**config.mk**
```make
export PLATFORM = sky130hd
export DESIGN_NAME = iosg_regs
export DESIGN_NICKNAME = d
export VERILOG_FILES = /design/src/iosg_pkg.sv /design/src/iosg_pin_sync.sv /design/src/iosg_regs.sv
export SDC_FILE = /design/constraint.sdc
export NUM_CORES = 1
export LEC_CHECK = 0
export BUFFER_PORTS_ARGS = -buffer_cell sky130_fd_sc_hd__buf_2
export CAP_MARGIN = 5
export CORE_ASPECT_RATIO = 1.1
export CORE_MARGIN = 2
export CORE_UTILIZATION = 53
export CTS_CLUSTER_SIZE = 30
export DETAILED_ROUTE_END_ITERATION = 12
export PLACE_DENSITY_LB_ADDON = 0.2
export REMOVE_ABC_BUFFERS = 1
export SKIP_CTS_REPAIR_TIMING = 1
export SLEW_MARGIN = 5
export SYNTH_ARGS = -nofsm -noshare
export SYNTH_HDL_FRONTEND = slang
export SYNTH_SLANG_ARGS = --single-unit
```
**constraint.sdc**
```tcl
create_clock -name i_mclk -period 1.2 [get_ports i_mclk]
set_input_delay 0.12 -clock i_mclk [delete_from_list [all_inputs] [get_ports i_mclk]]
set_output_delay 0.12 -clock i_mclk [all_outputs]
set_load 0.02 [all_outputs]
```
**src/iosg_pkg.sv**
```systemverilog
package iosg_pkg;

    localparam int ADDR_W = 8;
    localparam int DATA_W = 8;
    localparam int NUM_PINS = 4;

    // Register offsets
    localparam logic [7:0] OFS_IO_VOLTAGE_CONTROL = 8'h0d;
    localparam logic [7:0] OFS_PIN_LEVEL_READBACK = 8'h0e;
    localparam logic [7:0] OFS_PIN_INPUT_GATING   = 8'h0f;

    // io_voltage_control fields
    localparam int BIT_HIGH_VOLTAGE_SELECT = 7;
    localparam int BIT_SUPPLY_OVERRIDE     = 6;
    localparam int LSB_SUPPLY_LEVEL        = 4;
    localparam int LSB_IOV_RESERVED        = 0;

    // pin_level_readback fields
    localparam int LSB_PIN_STATUS          = 0;
    localparam int LSB_PLR_RESERVED        = 4;

    // pin_input_gating fields
    localparam int LSB_PIG_RESERVED        = 4;
    localparam int LSB_INPUT_ENABLE        = 0;

    // Supply level encodings
    localparam logic [1:0] SUPPLY_LEVEL_1V8 = 2'h0;
    localparam logic [1:0] SUPPLY_LEVEL_3V3 = 2'h3;

    // Reset values
    localparam logic       RST_HIGH_VOLTAGE_SELECT = 1'h0;
    localparam logic       RST_SUPPLY_OVERRIDE     = 1'h0;
    localparam logic [1:0] RST_SUPPLY_LEVEL        = 2'h0;
    localparam logic [3:0] RST_IOV_RESERVED        = 4'h9;
    localparam logic [3:0] RST_PLR_RESERVED        = 4'h0;
    localparam logic [3:0] RST_PIG_RESERVED        = 4'h7;
    localparam logic [3:0] RST_INPUT_ENABLE        = 4'hf;
    localparam logic [7:0] RST_READ_DATA           = 8'h00;

endpackage

```
**src/iosg_pin_sync.sv**
```systemverilog
`timescale 1ns/10ps
// Three-stage synchroniser; a change is taken once stages 2 and 3 agree
module iosg_pin_sync
    import iosg_pkg::*;
#(
    parameter int WIDTH = 4
) (
    // Clock and reset
    input  wire logic             i_mclk,
    input  wire logic             i_rst,
    // Asynchronous input and filtered result
    input  wire logic [WIDTH-1:0] i_async,
    output logic      [WIDTH-1:0] o_level
);

    logic [WIDTH-1:0] stage1;
    logic [WIDTH-1:0] stage2;
    logic [WIDTH-1:0] stage3;
    logic [WIDTH-1:0] level;
    logic [WIDTH-1:0] next_level;

    always_comb begin
        next_level = level;
        for (int i = 0; i < WIDTH; i++) begin
            if (stage2[i] == stage3[i]) begin
                next_level[i] = stage3[i];
            end
        end
    end

    always_ff @(posedge i_mclk) begin
        if (i_rst) begin
            stage1 <= '0;
            stage2 <= '0;
            stage3 <= '0;
            level  <= '0;
        end else begin
            stage1 <= i_async;
            stage2 <= stage1;
            stage3 <= stage2;
            level  <= next_level;
        end
    end

    assign o_level = level;

endmodule

```
**src/iosg_regs.sv**
```systemverilog
`timescale 1ns/10ps
// Overview of operation
// - Bit 7 picks I/O level for interrupt and bus pins; 0=1.8V, 1=3.3V.
// - Override bit 6 low: detected supply level drives both controls.
// - Override bit 6 high: software-written select and level fields apply.
// - Override low: reads of select and level fields return detected level.
// - Supply level field bits 5:4: 00 is 1.8V, 11 is 3.3V; resets zero.
// - Read-only bits 3:0 show present levels of the four pins.
// - Per-pin input enable bits 3:0, one enables, all reset enabled.
module iosg_regs
    import iosg_pkg::*;
#(
    parameter int PINS = NUM_PINS
) (
    // Clock and reset
    input  wire logic              i_mclk,
    input  wire logic              i_rst,
    // Register port
    input  wire logic [ADDR_W-1:0] i_addr,
    input  wire logic [DATA_W-1:0] i_wdata,
    input  wire logic              i_wr,
    input  wire logic              i_rd,
    output logic      [DATA_W-1:0] o_rdata,
    // Supply detection, 1 when 3.3V rail detected
    input  wire logic              i_io_supply_rail_3v3,
    // General-purpose pins
    input  wire logic [PINS-1:0]   i_pin,
    output logic      [PINS-1:0]   o_pin_gated,
    // Applied I/O level controls
    output logic                   o_io_high_voltage_select,
    output logic      [1:0]        o_supply_level
);

    logic              sel_wr;
    logic              override;
    logic [1:0]        level_wr;
    logic [3:0]        iov_rsvd;
    logic [3:0]        plr_rsvd;
    logic [3:0]        pig_rsvd;
    logic [PINS-1:0]   input_enable;
    logic [DATA_W-1:0] rdata;
    logic              applied_sel;
    logic [1:0]        applied_level;
    logic [PINS-1:0]   pin_gated;

    logic              next_sel_wr;
    logic              next_override;
    logic [1:0]        next_level_wr;
    logic [3:0]        next_iov_rsvd;
    logic [3:0]        next_plr_rsvd;
    logic [3:0]        next_pig_rsvd;
    logic [PINS-1:0]   next_input_enable;
    logic [DATA_W-1:0] next_rdata;
    logic              next_applied_sel;
    logic [1:0]        next_applied_level;
    logic [PINS-1:0]   next_pin_gated;

    logic [PINS-1:0]   pin_level;
    logic              rail_3v3;
    logic              det_sel;
    logic [1:0]        det_level;

    iosg_pin_sync #(
        .WIDTH (PINS + 1)
    ) u_sync (
        .i_mclk  (i_mclk),
        .i_rst   (i_rst),
        .i_async ({i_io_supply_rail_3v3, i_pin}),
        .o_level ({rail_3v3, pin_level})
    );

    // Detected rail mapped onto both controls
    assign det_sel   = rail_3v3;
    assign det_level = rail_3v3 ? SUPPLY_LEVEL_3V3 : SUPPLY_LEVEL_1V8;

    // Register select positions within a decoded one-hot word
    localparam int HIT_IOV = 0;
    localparam int HIT_PLR = 1;
    localparam int HIT_PIG = 2;
    localparam int HIT_W   = 3;

    logic [HIT_W-1:0] wr_hit;
    logic [HIT_W-1:0] rd_hit;
    logic [2:0]       written_ctl;
    logic [2:0]       detected_ctl;
    logic [2:0]       effective_ctl;

    // One-hot register select, shared by the write and read paths
    function automatic logic [HIT_W-1:0] reg_select(
        input logic [ADDR_W-1:0] addr
    );
        logic [HIT_W-1:0] hit;
        hit          = '0;
        hit[HIT_IOV] = (addr == OFS_IO_VOLTAGE_CONTROL);
        hit[HIT_PLR] = (addr == OFS_PIN_LEVEL_READBACK);
        hit[HIT_PIG] = (addr == OFS_PIN_INPUT_GATING);
        return hit;
    endfunction

    // Select and level as one word: software copy or detected rail
    function automatic logic [2:0] pick_ctl(
        input logic       use_written,
        input logic [2:0] written,
        input logic [2:0] detected
    );
        return use_written ? written : detected;
    endfunction

    // Unmapped addresses decode to no register: writes are dropped
    assign wr_hit = i_wr ? reg_select(i_addr) : '0;
    assign rd_hit = i_rd ? reg_select(i_addr) : '0;

    // Pins and software readback see the same effective word
    assign written_ctl   = {sel_wr, level_wr};
    assign detected_ctl  = {det_sel, det_level};
    assign effective_ctl = pick_ctl(override, written_ctl,
                                    detected_ctl);

    // io_voltage_control: software copy of select, override, level, spare
    always_comb begin
        next_sel_wr   = sel_wr;
        next_override = override;
        next_level_wr = level_wr;
        next_iov_rsvd = iov_rsvd;
        if (wr_hit[HIT_IOV]) begin
            next_sel_wr   = i_wdata[BIT_HIGH_VOLTAGE_SELECT];
            next_override = i_wdata[BIT_SUPPLY_OVERRIDE];
            next_level_wr = i_wdata[LSB_SUPPLY_LEVEL +: 2];
            next_iov_rsvd = i_wdata[LSB_IOV_RESERVED +: 4];
        end
    end

    always_ff @(posedge i_mclk) begin
        if (i_rst) begin
            sel_wr   <= RST_HIGH_VOLTAGE_SELECT;
            override <= RST_SUPPLY_OVERRIDE;
            level_wr <= RST_SUPPLY_LEVEL;
            iov_rsvd <= RST_IOV_RESERVED;
        end else begin
            sel_wr   <= next_sel_wr;
            override <= next_override;
            level_wr <= next_level_wr;
            iov_rsvd <= next_iov_rsvd;
        end
    end

    // pin_level_readback: only the spare upper half is writable
    always_comb begin
        next_plr_rsvd = plr_rsvd;
        if (wr_hit[HIT_PLR]) begin
            next_plr_rsvd = i_wdata[LSB_PLR_RESERVED +: 4];
        end
    end

    always_ff @(posedge i_mclk) begin
        if (i_rst) begin
            plr_rsvd <= RST_PLR_RESERVED;
        end else begin
            plr_rsvd <= next_plr_rsvd;
        end
    end

    // pin_input_gating: spare half and one enable per pin
    always_comb begin
        next_pig_rsvd     = pig_rsvd;
        next_input_enable = input_enable;
        if (wr_hit[HIT_PIG]) begin
            next_pig_rsvd     = i_wdata[LSB_PIG_RESERVED +: 4];
            next_input_enable = i_wdata[LSB_INPUT_ENABLE +: PINS];
        end
    end

    always_ff @(posedge i_mclk) begin
        if (i_rst) begin
            pig_rsvd     <= RST_PIG_RESERVED;
            input_enable <= RST_INPUT_ENABLE;
        end else begin
            pig_rsvd     <= next_pig_rsvd;
            input_enable <= next_input_enable;
        end
    end

    // Applied controls, registered so the pad drivers see clean levels
    always_comb begin
        next_applied_sel   = effective_ctl[2];
        next_applied_level = effective_ctl[1:0];
    end

    always_ff @(posedge i_mclk) begin
        if (i_rst) begin
            applied_sel   <= RST_HIGH_VOLTAGE_SELECT;
            applied_level <= RST_SUPPLY_LEVEL;
        end else begin
            applied_sel   <= next_applied_sel;
            applied_level <= next_applied_level;
        end
    end

    // Per-pin input gate; a disabled pin shows low on the gated bus
    for (genvar p = 0; p < PINS; p++) begin : g_gate
        assign next_pin_gated[p] = pin_level[p] & input_enable[p];
    end

    always_ff @(posedge i_mclk) begin
        if (i_rst) begin
            pin_gated <= '0;
        end else begin
            pin_gated <= next_pin_gated;
        end
    end

    // Read data, valid the cycle after the strobe and zero otherwise
    always_comb begin
        next_rdata = '0;
        if (rd_hit[HIT_IOV]) begin
            next_rdata[BIT_HIGH_VOLTAGE_SELECT] = effective_ctl[2];
            next_rdata[BIT_SUPPLY_OVERRIDE]     = override;
            next_rdata[LSB_SUPPLY_LEVEL +: 2]   = effective_ctl[1:0];
            next_rdata[LSB_IOV_RESERVED +: 4]   = iov_rsvd;
        end else if (rd_hit[HIT_PLR]) begin
            next_rdata[LSB_PLR_RESERVED +: 4]  = plr_rsvd;
            next_rdata[LSB_PIN_STATUS +: PINS] = pin_level;
        end else if (rd_hit[HIT_PIG]) begin
            next_rdata[LSB_PIG_RESERVED +: 4]    = pig_rsvd;
            next_rdata[LSB_INPUT_ENABLE +: PINS] = input_enable;
        end
    end

    always_ff @(posedge i_mclk) begin
        if (i_rst) begin
            rdata <= RST_READ_DATA;
        end else begin
            rdata <= next_rdata;
        end
    end

    assign o_rdata                  = rdata;
    assign o_io_high_voltage_select = applied_sel;
    assign o_supply_level           = applied_level;
    assign o_pin_gated              = pin_gated;

endmodule

```
==> summary.txt <==
Drt
  • Initial drt markers: 55
  • Routed WL: 3.61 mm
  • Vias/cell: 4.92
  • DRC Markers: 0
  • DRT Pass-1 Iters: 4
  • Routed len/inst: 12.0 um
  • Post-DRT Antenna Nets: 0
  • Via count: 1,481

Global route
  • Met3 Usage GRT: 0.0519
  • Largest net degree at the start of global routing: 45
  • Initial antenna violation count: 0
  • GR Overflow Total: 0
  • GRT Max-Usage Layer: met2
  • Vias in the first global route: ~1,400
  • GRT met2 Usage: 0.314
  • Gr usage total: 0.172
  • First-pass GRT wire length: about 6 mm
  • Met1 Usage GRT: 0.194

Floorplan
  • Rows: 23
  • Initial core utilization: 0.556
  • Die H: between 60 and 70 um
  • DIE AREA: ~4400 um^2
  • # IOs: 40
  • Total core area: 3680 um^2
  • Die Span X: roughly 63 um

Worst hold path
  • Hold depth: 2
  • Hold Path Origin: i_io_supply_rail_3v3
  • Hold/Removal Path Class: in -> reg
  • Hold Path Sink: u_sync.stage1[4]

Setup path
  • Reg2Reg Setup Slack: about 0.12 ns
  • Critical path class: reg -> reg
  • R2R cell count: 3
  • Startpoint types: flop
  • Worst-path maximum fanout: 3
  • Worst r2r src: u_sync.o_level[4]
  • Worst setup EP type: flop
  • Critical Path AT: about 1.3 ns
  • Worst R2R End: o_rdata[4]
  • Worst EP required: around 1.4 ns

Final layout
  • Most frequent cells in the layout: 55 x dfxtp_1, 39 x buf_2, 31 x nor2_1
  • # fillers: between 300 and 400
  • Final Instance Area: around 2400 um^2
  • Area delta synth->final: 18.9%
  • Multi-input logic area: 891 um^2
  • Antenna cell count: 0
  • Commonest non-fill, non-tap cell in the layout: dfxtp_1
  • Share of layout cells above drive strength 1: 0.291
  • Final core occ: 0.661
  • # nets final: around 280
  • Register Area: between 1000 and 1500 um^2

Power
  • Sequential share of power: 0.616
  • Pwr dens: around 1200 nW/um^2
  • Int Power: between 2000 and 2500 uW
  • Comb power frac: 0.062
  • Switching Share: 0.219
  • Static leakage: between 0.001 and 0.0015 uW
  • VDD IR max: roughly 0.00065 V
  • Clk network pwr share: 0.321
  • NetSw: between 600 and 700 uW

Clocking
  • Clk_lat worst skew: around 0.30 ns
  • Clock Root Buffer: clkbuf_8
  • CTS H-tree depth: 2
  • CTS tree: yes
  • CTS Sinks: 55
  • Longest Clk Path Bufs: 2
  • Clock-pin transition on the worst setup and hold timing paths: ~0.10 ns
  • TritonCTS Buffers: 5

Synthesis
  • #FFs+latches synth: 55
  • Yosys warning count: 0
  • Netlist cell types: 25
  • Seq/Total Area, Yosys: 0.538
  • Synthesized area: approximately 2000 um^2
  • Syn Inst Count: approximately 200
  • Mean Syn Cell Area: 10.2 um^2

Placed design
  • Pre-CTS WS: -0.0295 ns
  • Placement Cell Area: ~2400 um^2
  • I/O Buffers: 39
  • Dpl hpwl: approximately 2.6 mm
  • Routability congestion estimate: about 0.79

Run
  • Max Cap Viol: 0

STA
  • Post-route minimum period: 1.08 ns
  • Setup TNS: 0 ns
  • Max-slew violations: 0
  • Final setup fails: 0
  • Worst-Margin Slew: 0.381 ns
  • Max Clock Skew: between 0.009 and 0.01 ns
  • Max transition margin: 0.746
  • Final worst setup slack: 0.125 ns
  • Worst hold slack: ~0.024 ns
  • Fmax: slightly above 900 MHz
  • Hold Vio Cnt, Final: 0
  • Fin crit share: 0.896

Run status
  • Status: finished, final reports clean
worst max-delay path, cell delays in order (launching register included):
cell and delay, ns:
dfxtp_1 0.35, nor2b_2 0.21, a21oi_1 0.08, a2111oi_2 0.34
flip-flops by register name, summed over array words and instances, names as in the netlist, 5 cells and up:
signal	flops
u_sync.stage1	5
u_sync.stage3	5
u_sync.o_level	5
o_rdata	8
u_sync.stage2	5
area by class of cell:
cell class,instances,area share
clock buffer,7,0.0313
clock inverter,1,0.00205
multi-input combinational,135,0.366
sequential,55,0.452
tap,50,0.0257
timing repair buffer,53,0.123
metrics by stage:
stage / power (uW) / instances
after floorplan: 1970 / 190
after global placement: 2080 / 293
after detailed placement: 2090 / 293
after CTS: 3040 / 301
after global routing: 3120 / 301
final: 3010 / 301
synthesized netlist by cell type:
library cell	count	area, um^2
buf_6	1	11.3
nand2_2	1	6.26
nor4b_4	1	23.8
nand4_1	1	6.26
nor2_1	31	116
and4bb_2	1	12.5
nand3_1	2	10.0
a2111oi_2	3	45.0
nor2b_1	16	100
and2b_1	1	7.51
clkbuf_1	6	22.5
buf_2	2	10.0
o21ai_0	5	25.0
mux2_2	5	56.3
mux2i_1	20	200
buf_4	2	15.0
dfxtp_1	55	1100
nand2_1	10	37.5
nor3b_2	1	12.5
and4_1	1	8.76
a22oi_1	5	37.5
nor2b_2	1	8.76
and3_1	2	12.5
a21oi_1	11	55.1
nand2b_1	17	106
layer usage:
layer / wire (um) / part of all wire / up-vias
met4: 32 / 0.0089 / 0
met1: 1670 / 0.46 / 678
li1: - / - / 767
met2: 1730 / 0.48 / 31
met5: 0 / 0 / -
met3: 177 / 0.049 / 5
power groups by stage:
stage	registers [uW]	clock network (uW)	logic (uW)
floorplan	1900	0	74.5
global placement	1900	0	186
detailed placement	1900	0	190
CTS	1850	992	191
global route	1860	1050	207
finish	1850	967	188
how the worst max path moves through the flow:
stage / start / to / cells past startpoint
2_1_floorplan: i_addr[4] / input_enable[1] / 3
3_3_place_gp: i_addr[4] / iov_rsvd[2] / 5
3_5_place_dp: i_addr[4] / iov_rsvd[2] / 5
4_1_cts: u_sync.o_level[4] / o_rdata[4] / 3
5_1_grt: u_sync.o_level[4] / o_rdata[7] / 3
6_report: u_sync.o_level[4] / o_rdata[4] / 3
cells by family after synthesis:
kind of cell / after synthesis / synth area share
compound gates: 24 / 0.0794
buf+inv: 11 / 0.0287
flops: 55 / 0.538
mux: 25 / 0.125
simple gates: 86 / 0.229
No activity file was read; power rests on OpenSTA's default activity.
